File: src/shared/sdl_map.svh
// Field positions, codes and counts of the serial DAC load logic
`ifndef SDL_MAP_SVH
`define SDL_MAP_SVH
`define SDL_LAST_BIT 4'hf
`define SDL_FIFO_DEPTH 2'h2
`define SDL_AUTO_POS 16
`define SDL_TYPE_MSB 15
`define SDL_TYPE_LSB 14
`define SDL_ADDR_MSB 13
`define SDL_ADDR_LSB 11
`define SDL_VAL_MSB 9
`define SDL_CTRL_REF_POS 0
`define SDL_CTRL_CLRSEL_POS 1
`define SDL_CHAN_WIDTH 7'h0a
`define SDL_DAC_RESET 10'h200
`define SDL_SUB_RESET 10'h000
`define SDL_DATA_RESET 80'h0
`endif

File: src/shared/sdl_pkg.sv
// Types of the serial DAC load logic
package sdl_pkg;
  typedef enum logic [1:0] {
    SDL_WORD_DATA,
    SDL_WORD_CTRL,
    SDL_WORD_SUB,
    SDL_WORD_SPARE
  } sdl_word_kind_t;

  typedef struct packed {
    logic [1:0] sck_sync;
    logic sck_prev;
    logic [1:0] fs_sync;
    logic [1:0] sdi_sync;
    logic [1:0] ld_sync;
    logic ld_prev;
    logic [1:0] pd_sync;
    logic [15:0] shift;
    logic [3:0] bit_cnt;
    logic [1:0][16:0] fifo;
    logic [1:0] fill;
    logic rd_ptr;
    logic wr_ptr;
    logic [79:0] data_regs;
    logic [7:0] ref_sel;
    logic [7:0] clr_sel;
    logic low_power;
    logic word_ready;
  } sdl_core_t;

  typedef struct packed {
    logic [79:0] dac;
    logic [79:0] sub;
    logic clearing;
    logic update;
  } sdl_bank_t;
endpackage

File: src/design/sdl_load_ctrl.sv
// Serial word capture, two-entry word buffer and DAC register bank, double-buffered for main codes, written directly for sub codes
`timescale 1ns/10ps
`include "sdl_map.svh"
module sdl_load_ctrl (
  input wire logic i_mclk,
  input wire logic i_resetn,
  input wire logic i_frame_sync_n,
  input wire logic i_serial_clock_in,
  input wire logic i_serial_data_in,
  input wire logic i_load_outputs_n,
  input wire logic i_clear_outputs_n,
  input wire logic i_power_down_n,
  output logic [79:0] o_dac_code,
  output logic [79:0] o_sub_code,
  output logic [7:0] o_external_ref_sel,
  output logic [7:0] o_clear_level_sel,
  output logic o_clearing,
  output logic o_dac_update,
  output logic o_low_power,
  output logic o_word_ready
);
  sdl_pkg::sdl_core_t r_reg;
  sdl_pkg::sdl_core_t r_next;
  sdl_pkg::sdl_bank_t b_reg;
  sdl_pkg::sdl_bank_t b_next;
  logic sck_fall;
  logic ld_fall;
  logic shift_en;
  logic push;
  logic pop;
  logic [16:0] head;
  sdl_pkg::sdl_word_kind_t head_kind;
  logic [2:0] head_chan;
  logic [6:0] head_base;
  logic [9:0] head_val;
  logic upd_all;
  logic sub_wr;
  logic bank_rst_n;

  // Clear shares the bank's asynchronous reset so codes drop without a clock
  assign bank_rst_n = i_resetn & i_clear_outputs_n;

  always_comb
  begin
    r_next = r_reg;
    r_next.sck_sync = {r_reg.sck_sync[0], i_serial_clock_in};
    r_next.fs_sync = {r_reg.fs_sync[0], i_frame_sync_n};
    r_next.sdi_sync = {r_reg.sdi_sync[0], i_serial_data_in};
    r_next.ld_sync = {r_reg.ld_sync[0], i_load_outputs_n};
    r_next.pd_sync = {r_reg.pd_sync[0], i_power_down_n};
    r_next.sck_prev = r_reg.sck_sync[1];
    r_next.ld_prev = r_reg.ld_sync[1];
    sck_fall = r_reg.sck_prev & ~r_reg.sck_sync[1];
    ld_fall = r_reg.ld_prev & ~r_reg.ld_sync[1];
    shift_en = sck_fall & ~r_reg.fs_sync[1];
    // Buffer drains only while powered up, so words queue during power-down
    pop = (r_reg.fill != 2'h0) & r_reg.pd_sync[1];
    push = shift_en & (r_reg.bit_cnt == `SDL_LAST_BIT)
           & ((r_reg.fill != `SDL_FIFO_DEPTH) | pop);
    head = r_reg.fifo[r_reg.rd_ptr];
    head_kind = sdl_pkg::sdl_word_kind_t'(head[`SDL_TYPE_MSB:`SDL_TYPE_LSB]);
    head_chan = head[`SDL_ADDR_MSB:`SDL_ADDR_LSB];
    head_base = 7'({4'h0, head_chan} * `SDL_CHAN_WIDTH);
    head_val = head[`SDL_VAL_MSB:0];
    if (r_reg.fs_sync[1])
    begin
      r_next.bit_cnt = 4'h0;
    end
    else if (shift_en)
    begin
      r_next.shift = {r_reg.shift[14:0], r_reg.sdi_sync[1]};
      r_next.bit_cnt = r_reg.bit_cnt + 4'h1;
    end
    if (push)
    begin
      // Load strobe level at the sixteenth edge travels with the word
      r_next.fifo[r_reg.wr_ptr] = {~r_reg.ld_sync[1], r_reg.shift[14:0],
                                   r_reg.sdi_sync[1]};
      r_next.wr_ptr = ~r_reg.wr_ptr;
    end
    upd_all = ld_fall;
    sub_wr = 1'b0;
    if (pop)
    begin
      r_next.rd_ptr = ~r_reg.rd_ptr;
      case (head_kind)
        sdl_pkg::SDL_WORD_DATA:
        begin
          r_next.data_regs[head_base +: 10] = head_val;
          upd_all = upd_all | head[`SDL_AUTO_POS];
        end
        sdl_pkg::SDL_WORD_CTRL:
        begin
          r_next.ref_sel[head_chan] = head_val[`SDL_CTRL_REF_POS];
          r_next.clr_sel[head_chan] = head_val[`SDL_CTRL_CLRSEL_POS];
        end
        sdl_pkg::SDL_WORD_SUB:
        begin
          sub_wr = 1'b1;
        end
        default:
        begin
          sub_wr = 1'b0;
        end
      endcase
    end
    r_next.fill = 2'(r_reg.fill + {1'b0, push} - {1'b0, pop});
    r_next.word_ready = (r_next.fill != `SDL_FIFO_DEPTH);
    r_next.low_power = ~r_reg.pd_sync[1];
  end

  always_ff @(posedge i_mclk or negedge i_resetn)
  begin
    if (!i_resetn)
    begin
      r_reg <= '0;
      r_reg.sck_prev <= 1'b1;
      r_reg.ld_prev <= 1'b1;
      r_reg.fs_sync <= 2'h3;
      r_reg.ld_sync <= 2'h3;
      r_reg.pd_sync <= 2'h3;
      r_reg.sck_sync <= 2'h3;
      r_reg.data_regs <= `SDL_DATA_RESET;
      r_reg.word_ready <= 1'b1;
    end
    else
    begin
      r_reg <= r_next;
    end
  end

  always_comb
  begin
    b_next = b_reg;
    b_next.clearing = 1'b0;
    b_next.update = upd_all;
    if (upd_all)
    begin
      b_next.dac = r_next.data_regs;
    end
    if (sub_wr)
    begin
      b_next.sub[head_base +: 10] = head_val;
    end
  end

  // Bank kept apart from the core: clear must not disturb a word in flight
  always_ff @(posedge i_mclk or negedge bank_rst_n)
  begin
    if (!bank_rst_n)
    begin
      b_reg.dac <= {8{`SDL_DAC_RESET}};
      b_reg.sub <= {8{`SDL_SUB_RESET}};
      b_reg.clearing <= 1'b1;
      b_reg.update <= 1'b0;
    end
    else
    begin
      b_reg <= b_next;
    end
  end

  assign o_dac_code = b_reg.dac;
  assign o_sub_code = b_reg.sub;
  assign o_clearing = b_reg.clearing;
  assign o_dac_update = b_reg.update;
  assign o_external_ref_sel = r_reg.ref_sel;
  assign o_clear_level_sel = r_reg.clr_sel;
  assign o_low_power = r_reg.low_power;
  assign o_word_ready = r_reg.word_ready;
endmodule

File: config.mk
export PLATFORM = sky130hd
export DESIGN_NAME = sdl_load_ctrl
export DESIGN_NICKNAME = d
export VERILOG_FILES = /design/src/shared/sdl_pkg.sv /design/src/design/sdl_load_ctrl.sv
export VERILOG_INCLUDE_DIRS = /design/src /design/src/shared
export SDC_FILE = /design/constraint.sdc
export NUM_CORES = 1
export LEC_CHECK = 0
export BUFFER_PORTS_ARGS = -buffer_cell sky130_fd_sc_hd__buf_2
export CAP_MARGIN = 20
export CORE_MARGIN = 10
export CORE_UTILIZATION = 35
export CTS_CLUSTER_SIZE = 16
export DETAILED_ROUTE_END_ITERATION = 12
export SETUP_SLACK_MARGIN = 0.4
export SLEW_MARGIN = 20
export SYNTH_ARGS = -nofsm -noshare
export SYNTH_HDL_FRONTEND = slang
export SYNTH_SLANG_ARGS = --single-unit
File: constraint.sdc
create_clock -name i_mclk -period 16 [get_ports i_mclk]
set_input_delay 3.2 -clock i_mclk [delete_from_list [all_inputs] [get_ports i_mclk]]
set_output_delay 3.2 -clock i_mclk [all_outputs]
set_load 0.03 [all_outputs]
==> qor.txt, run 1 <==
die area = 53070 um^2
CP max stage delay = 0.79 ns
DRT Wirelength = 50190 um
max_cap viols = 0
DRC viols = 0
largest family of logic cells by synthesized area = multiplexers
Crit path top cell by count = ha_1
per-cell routed wire length = 23.79 um
final setup fails = 0
H-tree depth = 2
initial antenna violation count = 1
sequential-to-total area share from yosys stat = 0.5299
crit path launch type = flop
CP max stage cell = mux2i_2
vias in the first global route = 11910
Setup CP Type = reg -> reg
RSZ-0062 raised after global routing = no
fin nets = 1507
Die W = 230.4 um
synth top area cells = dfrtp_1, mux2_2, dfstp_2
delay-heaviest family, CP = multiplexers
initial drt markers = 1028
GR Util All Layers = 0.1836
initial core utilization = 0.3518
Num CTS Buffers = 36
PwrDens = 93.76 nW/um^2
Worst VDD drop = 0.00005632 V
top cell type by total area after synthesis = dfrtp_1
leakage power = 0.008650 uW
ys flop type = dfrtp_1
Via density = 5.526
most common cell in the synthesized netlist = dfrtp_1
area grow syn2layout = 16.77%
CTS tree = yes
post-synthesis xor/xnor area fraction = 0.005654
gr ovfl total = 0
Post-CTS Setup Bufs = 0
Core ar. = 44030 um^2
hold_buf cts = 0
Worst EP required = 16.44 ns
Synth async-reset ratio = 1.000
post-synth top area share = 0.4960
worst slew margin relative to its limit = 0.2995
CP endpoint kind = flop
Final WS setup = 9.602 ns
1st-pass router iterations = 5
post-cts resize count = 0
Syn Nets = 1345
Cells after Synth = 1329
DRT antenna net count = 0
DR vias = 11660
count of final hold-check violations = 0
WP buf/inv = 2
Port Buf Inserts = 187
multiplexer share of the synthesized area = 0.1918
Clock Path Buffers = 3
Yosys reg bits = 327
Worst Tran Pin Value = 1.046 ns
pre-CTS setup slack = 9.406 ns
Max Fanout on Critical Path = 37
I/O pin cnt = 188
Post-synth EDFFs = 0
Post-DP HPWL = 36040 um
Synth top cells by count = dfrtp_1, mux2_2, nand2_1
adder-cell share of the synthesized area = 0.006462
fin crit period = 6.398 ns
syn avg cell area = 11.66 um^2
max FFs per register = 140
Clock Pin Slew Worst Setup and Hold Paths = 0.06 ns
first-pass GRT wire length = 75800 um
crit share post-route = 0.3999
Synth warnings = 0
clock skew = 0.02406 ns
simple-gate share of the synthesized area = 0.1151
Die Ht = 230.4 um
Mapped Area = 15490 um^2
clk_lat worst skew = 0.55 ns
synth unique cells = 85
Num Clock Sinks = 327
Setup TNS = 0 ns
status = finished, final reports clean
GP Congestion = 0.9588
# diodes = 0
std cell rows = 77
largest net degree at the start of global routing = 96
critical-path cell list = buf_4 -> mux2i_2 -> inv_1 -> ha_1 -> ha_1 -> ha_1 -> nor4_1 -> nand3_2 -> a21oi_1 -> o211ai_1 -> mux2_1 -> mux2_2
fmax = 156.3 MHz
CTS root buffer = clkbuf_16
post-synthesis compound-gate area fraction = 0.1187
Pins Over Slew Limit = 0
Crit path arrival time = 6.84 ns
layout cells sized above 1 = 0.3748
Hold Path Class = reg -> reg
area by class of cell:
class / instances / area (um^2)
Timing Repair Buffer: 211 / 1127
Tap cell: 592 / 740.7
Inverter: 19 / 72.57
Clock inverter: 7 / 70.07
Clock buffer: 58 / 1033
Sequential cell: 327 / 8208
Fill cell: 4231 / 25940
Multi-Input combinational cell: 896 / 6835
cells by family (layout without fill, tap and decap cells):
| family | after synthesis | in the layout |
|---|---|---|
| AOI/OAI and AO/OA | 249 | 249 |
| other | 1 | 1 |
| and+or+nand+nor | 364 | 364 |
| xor gates and xnor gates | 10 | 10 |
| adders and majority gates | 8 | 8 |
| muxes | 264 | 264 |
| DFF | 327 | 327 |
| buffers and inverters | 106 | 295 |
per-stage QoR:
step                      utilization  area, um^2  hold WS (ns)  power [uW]  instances
after detailed placement       0.3853       16970        0.3472       925.4       2045
after global placement         0.3852       16960        0.3458       923.2       2044
final                          0.4108       18090        0.3542        1696       2110
after CTS                      0.4104       18070        0.3555        1716       2110
after global routing           0.4108       18090        0.3565        1757       2110
after floorplan                     -       15490        0.3312       897.8       1329
path summary, 6_finish.rpt:
path | end | cells past startpoint | slack, ns | start
setup / recovery | o_dac_code[14] | 12 | 9.60 | r_reg[99]
hold / removal | r_reg[164] | 0 | 0.35 | r_next[164]
min in group asynchronous | r_reg[136] | 1 | 2.78 | i_resetn
hold reg to reg | r_reg[164] | 0 | 0.35 | r_next[164]
setup reg to reg | o_dac_code[14] | 12 | 9.60 | r_reg[99]
max in group asynchronous | o_dac_code[33] | 4 | 11.06 | i_resetn
routing by layer:
metal	GRT usage	wire, um	up-vias
li1	-	-	5225
met1	0.2520	22720	5904
met2	0.2813	22600	441
met3	0.04157	3449	87
met4	0.06249	1401	2
met5	0	13	-
placed cells by master, fill, tap and decap left out, drive strengths merged, types with 19 or more instances in the layout:
| master | synthesis | final |
|---|---|---|
| dfrtp | 307 | 307 |
| mux2 | 243 | 243 |
| buf | 45 | 211 |
| nand2 | 102 | 102 |
| nor2 | 82 | 82 |
| clkbuf | 42 | 58 |
| o21ai | 49 | 49 |
| nand3 | 43 | 43 |
| nor3 | 40 | 40 |
| a21oi | 31 | 31 |
| a211oi | 22 | 22 |
| dfstp | 20 | 20 |
| mux2i | 20 | 20 |
| inv | 19 | 20 |
| nor4 | 19 | 19 |
where the power goes:
part           leakage, uW  switching (uW)  internal, uW
combinational      0.00367            37.0          16.0
clock             0.000532             341           446
sequential         0.00445            12.4           843
total              0.00865             391          1310
Power figures use the tool's default switching activity.
==> run 2, diff against run 1 <==
==> constraint.sdc (replaced) <==
create_clock -name i_mclk -period 5.85 [get_ports i_mclk]
set_input_delay 1.17 -clock i_mclk [delete_from_list [all_inputs] [get_ports i_mclk]]
set_output_delay 1.17 -clock i_mclk [all_outputs]
set_load 0.03 [all_outputs]
==> run 2 against run 1 <==
Compared with the run above:
- sequential share of layout area shrank 0.56 points
- via count rose by 0.55%
- largest cell class unchanged
- worst setup slack lost 8.7 ns
- critical path depth stayed put
- final area grew 1.2%
- clock skew up 0.00081 ns
- die area unchanged
- critical path type unchanged
- largest power group unchanged
- maximum frequency rose by 28%
==> qor.txt, run 2 (synthesis gave the netlist of run 1 again) <==
status = finished, final reports clean (unchanged)
max FFs per register = 140 (unchanged)
CP endpoint kind = flop (unchanged)
DRC viols = 0 (unchanged)
Worst Tran Pin Value = 1.097 ns (was 1.046 ns)
# diodes = 0 (unchanged)
Port Buf Inserts = 187 (unchanged)
post-cts resize count = 0 (unchanged)
CP max stage delay = 0.82 ns (was 0.79 ns)
Post-DP HPWL = 37570 um (was 36040 um)
H-tree depth = 2 (unchanged)
max_cap viols = 0 (unchanged)
RSZ-0062 raised after global routing = no (unchanged)
count of final hold-check violations = 0 (unchanged)
clock skew = 0.02487 ns (was 0.02406 ns)
CTS root buffer = clkbuf_16 (unchanged)
GP Congestion = 0.9739 (was 0.9588)
Final WS setup = 0.8554 ns (was 9.602 ns)
initial antenna violation count = 0 (was 1)
final setup fails = 0 (unchanged)
Die Ht = 230.4 um (unchanged)
per-cell routed wire length = 24.07 um (was 23.79 um)
Num Clock Sinks = 327 (unchanged)
Die W = 230.4 um (unchanged)
Via density = 5.519 (was 5.526)
Cells after DPL = 2061 (was 2045)
CTS tree = yes (unchanged)
fin crit period = 4.995 ns (was 6.398 ns)
Setup TNS = 0 ns (unchanged)
DRT Wirelength = 51120 um (was 50190 um)
die area = 53070 um^2 (unchanged)
gr ovfl total = 0 (unchanged)
Clock Path Buffers = 3 (unchanged)
Hold Path Class = reg -> reg (unchanged)
Crit path top cell by count = inv_1 (was ha_1)
pre-CTS setup slack = 0.9532 ns (was 9.406 ns)
largest net degree at the start of global routing = 65 (was 96)
Pins Over Slew Limit = 0 (unchanged)
DR vias = 11720 (was 11660)
layout cells sized above 1 = 0.3858 (was 0.3748)
DRT antenna net count = 0 (unchanged)
worst slew margin relative to its limit = 0.2685 (was 0.2995)
fin nets = 1523 (was 1507)
crit share post-route = 0.8538 (was 0.3999)
hold_buf cts = 0 (unchanged)
final core occ = 0.4159 (was 0.4108)
GR Util All Layers = 0.1885 (was 0.1836)
area grow syn2layout = 18.22% (was 16.77%)
critical-path cell list = mux2i_1 -> buf_4 -> inv_1 -> ha_1 -> inv_1 -> ha_1 -> inv_1 -> nor3_1 -> nand3_1 -> a2111oi_2 -> mux2_2 -> mux2_2 (was buf_4 -> mux2i_2 -> inv_1 -> ha_1 -> ha_1 -> ha_1 -> nor4_1 -> nand3_2 -> a21oi_1 -> o211ai_1 -> mux2_1 -> mux2_2)
PwrDens = 259.6 nW/um^2 (was 93.76 nW/um^2)
crit path launch type = flop (unchanged)
Worst VDD drop = 0.0001989 V (was 0.00005632 V)
fillers = 4204 (was 4231)
Num CTS Buffers = 36 (unchanged)
leakage power = 0.008783 uW (was 0.008650 uW)
std cell rows = 77 (unchanged)
Crit path arrival time = 5.44 ns (was 6.84 ns)
fmax = 200.2 MHz (was 156.3 MHz)
leading cell type in the layout, fill and taps excluded = dfrtp_1 (unchanged)
initial drt markers = 1001 (was 1028)
WP buf/inv = 4 (was 2)
Max Fanout on Critical Path = 20 (was 37)
Setup CP Type = reg -> reg (unchanged)
Post-CTS Setup Bufs = 0 (unchanged)
Clock Pin Slew Worst Setup and Hold Paths = 0.06 ns (about the same)
initial core utilization = 0.3518 (unchanged)
CP max stage cell = ha_1 (was mux2i_2)
Worst EP required = 6.29 ns (was 16.44 ns)
I/O pin cnt = 188 (unchanged)
most frequent cells in the layout = dfrtp_1, mux2_2, buf_2 (unchanged)
delay-heaviest family, CP = adder cells (was multiplexers)
Non-Filler Instances = 2124 (was 2110)
clk_lat worst skew = 0.56 ns (was 0.55 ns)
1st-pass router iterations = 5 (unchanged)
total power = 4755 uW (was 1696 uW)
first-pass GRT wire length = 77800 um (was 75800 um)
Core ar. = 44030 um^2 (unchanged)
vias in the first global route = 11980 (was 11910)
==> run 2: path summary, 6_finish.rpt <==
check / cells past startpoint / end / start / slack, ns
min in group asynchronous: 1 / r_reg[149] / i_resetn / 0.59
max reg2reg: 12 / o_dac_code[24] / r_reg[99] / 0.86
max: 12 / o_dac_code[24] / r_reg[99] / 0.86
max in group asynchronous: 3 / o_dac_code[39] / i_resetn / 3.62
min: 0 / r_next[158] / r_next[160] / 0.35
min reg2reg: 0 / r_next[158] / r_next[160] / 0.35
==> run 2: stage by stage <==
stage,hold slack [ns],area [um^2]
after floorplan,0.3312,15490
after global placement,0.3410,17100
after detailed placement,0.3462,17120
after CTS,0.3500,18310
after global routing,0.3567,18310
final,0.3525,18310
==> run 2: layer usage <==
metal	GRT usage	part of all wire	vias up
li1	-	-	5246
met1	0.2695	0.48	6033
met2	0.2848	0.45	365
met3	0.03642	0.053	79
met4	0.05447	0.021	0
met5	0	0	-
==> run 2: layout make-up <==
class | count | area [um^2] | area share
Sequential cell | 327 | 8208 | 0.4482
Multi-Input combinational cell | 896 | 6823 | 0.3726
Timing Repair Buffer | 227 | 1275 | 0.06962
Clock buffer | 55 | 1092 | 0.05965
Tap cell | 592 | 740.7 | 0.04045
Clock inverter | 8 | 101.3 | 0.005534
Inverter | 19 | 72.57 | 0.003963
==> run 2: power breakdown <==
group,switching [uW],internal (uW),total (uW)
Sequential,34.0,2310,2340
Combinational,102,46.2,148
Clock,928,1340,2270
Total,1060,3690,4750
==> run 2: worst register-to-register path: stages, from the launching register on <==
cell	delay (ns)
dfrtp_1	0.70
mux2i_1	0.25
buf_4	0.19
inv_1	0.14
ha_1	0.55
inv_1	0.08
ha_1	0.82
inv_1	0.36
nor3_1	0.42
nand3_1	0.22
a2111oi_2	0.51
mux2_2	0.40
mux2_2	0.26
==> run 3, diff against run 2 <==
--- a/config.mk
+++ b/config.mk
@@ -9,10 +9,10 @@
 export BUFFER_PORTS_ARGS = -buffer_cell sky130_fd_sc_hd__buf_2
 export CAP_MARGIN = 20
 export CORE_MARGIN = 10
-export CORE_UTILIZATION = 35
+export CORE_UTILIZATION = 45
 export CTS_CLUSTER_SIZE = 16
 export DETAILED_ROUTE_END_ITERATION = 12
-export SETUP_SLACK_MARGIN = 0.4
+export PLACE_DENSITY = 0.67
 export SLEW_MARGIN = 20
 export SYNTH_ARGS = -nofsm -noshare
 export SYNTH_HDL_FRONTEND = slang
==> run 3 against run 2 <==
Compared with the run above:
- non-clock buffer count decreased by 7
- worst setup slack lost 0.10 ns
- utilization grew 12 points
- final area down 1.3%
- critical path depth did not move
- maximum frequency down 2.0%
- clock power about the same
- highest routed layer unchanged
- sequential power barely moved
- die area decreased by 20%
- register-to-register slack worse by 0.10 ns
- worst hold slack gained 0.0020 ns
- largest cell class unchanged
==> qor.txt, run 3 (synthesis gave the netlist of run 1 again) <==
initial core utilization = 0.4585 (was 0.3518)
Hold Path Class = reg -> reg (unchanged)
initial antenna violation count = 0 (unchanged)
DRT antenna net count = 0 (unchanged)
fillers = 2886 (was 4204)
Num CTS Buffers = 37 (was 36)
CP endpoint kind = flop (unchanged)
CTS root buffer = clkbuf_16 (unchanged)
Clock Pin Slew Worst Setup and Hold Paths = 0.06 ns (about the same)
1st-pass router iterations = 7 (was 5)
clk_lat worst skew = 0.54 ns (was 0.56 ns)
Core ar. = 33780 um^2 (was 44030 um^2)
most frequent cells in the layout = dfrtp_1, mux2_2, buf_2 (unchanged)
Clock Path Buffers = 3 (unchanged)
vias in the first global route = 11910 (was 11980)
DRT Wirelength = 49180 um (was 51120 um)
crit path launch type = flop (unchanged)
hold_buf cts = 0 (unchanged)
Worst Tran Pin Value = 0.9958 ns (was 1.097 ns)
layout cells sized above 1 = 0.3837 (was 0.3858)
initial drt markers = 1007 (was 1001)
crit share post-route = 0.8715 (was 0.8538)
PwrDens = 263.9 nW/um^2 (was 259.6 nW/um^2)
DR vias = 11930 (was 11720)
fin crit period = 5.098 ns (was 4.995 ns)
final setup fails = 0 (unchanged)
GR Util All Layers = 0.2296 (was 0.1885)
Worst EP required = 6.27 ns (was 6.29 ns)
fmax = 196.1 MHz (was 200.2 MHz)
Die W = 205.5 um (was 230.4 um)
# diodes = 0 (unchanged)
status = finished, final reports clean (unchanged)
area grow syn2layout = 16.74% (was 18.22%)
Via density = 6.031 (was 5.519)
gr ovfl total = 0 (unchanged)
max_cap viols = 0 (unchanged)
Setup CP Type = reg -> reg (unchanged)
CTS tree = yes (unchanged)
largest net degree at the start of global routing = 163 (was 65)
post-cts resize count = 0 (unchanged)
fin nets = 1517 (was 1523)
clock skew = 0.01587 ns (was 0.02487 ns)
max FFs per register = 140 (unchanged)
Post-CTS Setup Bufs = 0 (unchanged)
total power = 4772 uW (was 4755 uW)
Crit path arrival time = 5.52 ns (was 5.44 ns)
worst slew margin relative to its limit = 0.3322 (was 0.2685)
DRC viols = 0 (unchanged)
Die Ht = 205.5 um (was 230.4 um)
GP Congestion = 1.024 (was 0.9739)
I/O pin cnt = 188 (unchanged)
std cell rows = 67 (was 77)
die area = 42240 um^2 (was 53070 um^2)
RSZ-0062 raised after global routing = no (unchanged)
count of final hold-check violations = 0 (unchanged)
per-cell routed wire length = 24.86 um (was 24.07 um)
Max Fanout on Critical Path = 36 (was 20)
H-tree depth = 2 (unchanged)
Post-DP HPWL = 34330 um (was 37570 um)
leading cell type in the layout, fill and taps excluded = dfrtp_1 (unchanged)
Setup TNS = 0 ns (unchanged)
leakage power = 0.008755 uW (was 0.008783 uW)
Port Buf Inserts = 187 (unchanged)
Worst VDD drop = 0.0002111 V (was 0.0001989 V)
Num Clock Sinks = 327 (unchanged)
first-pass GRT wire length = 75210 um (was 77800 um)
Pins Over Slew Limit = 0 (unchanged)
==> run 3: changes by cell type in the layout (fill, tap and decap cells not counted), moves of 2 or more <==
cell / previous run / this run
clkinv_8: 0 / 2
buf_4: 37 / 31
clkbuf_8: 12 / 6
clkbuf_1: 7 / 10
clkinv_2: 4 / 8
==> run 3: final timing paths <==
| check | startpoint | end | slack (ns) | depth (start not counted) |
|---|---|---|---|---|
| worst max-delay path | r_reg[99] | o_dac_code[8] | 0.75 | 12 |
| worst min-delay path | r_next[160] | r_next[158] | 0.35 | 0 |
| min in group asynchronous | i_resetn | r_reg[145] | 0.73 | 1 |
| worst min register to register | r_next[160] | r_next[158] | 0.35 | 0 |
| max in group asynchronous | i_resetn | o_dac_code[2] | 3.49 | 3 |
| worst max register to register | r_reg[99] | o_dac_code[8] | 0.75 | 12 |
==> run 3: worst max-delay path, stage by stage, from the launching register on <==
cell and delay [ns]:
dfrtp_1 0.36, buf_4 0.39, mux2i_1 0.49, inv_1 0.17, ha_1 0.22, ha_1 0.47
nor4_1 0.49, nand3_1 0.53, buf_4 0.41, o22ai_1 0.55, nand3_1 0.28, mux2_2 0.36
mux2_2 0.26
==> run 3: stage by stage <==
step,cells,utilization,hold WS [ns],worst slack (ns),instance area (um^2)
4_1_cts,1978,0.5350,0.3550,0.8677,18070
5_1_grt,1978,0.5353,0.3545,0.4172,18080
3_5_place_dp,1910,0.4992,0.3468,0.8737,16860
2_1_floorplan,1329,-,0.3312,1.638,15490
3_3_place_gp,1909,0.4989,0.3429,1.091,16850
6_report,1978,0.5353,0.3545,0.7516,18080
==> run 3: area by class of cell <==
type	instances	area [um^2]	share of cell area
Inverter	19	72.57	0.004013
Clock buffer	53	1046	0.05784
Clock inverter	15	162.7	0.008995
Multi-Input combinational cell	896	6828	0.3776
Sequential cell	327	8208	0.4539
Tap cell	448	560.5	0.03100
Timing Repair Buffer	220	1206	0.06670
==> run 3: power breakdown <==
part	total [uW]	switching [uW]	internal, uW
clock	2290	943	1350
sequential	2340	33.4	2310
combinational	143	98.4	44.3
total	4770	1070	3700
==> run 3: routing by layer <==
metal,routed length (um),GRT usage,vias up
li1,-,-,5256
met4,1223,0.06511,0
met5,0,0,-
met1,22070,0.3243,6051
met3,4230,0.06039,95
met2,21660,0.3402,528
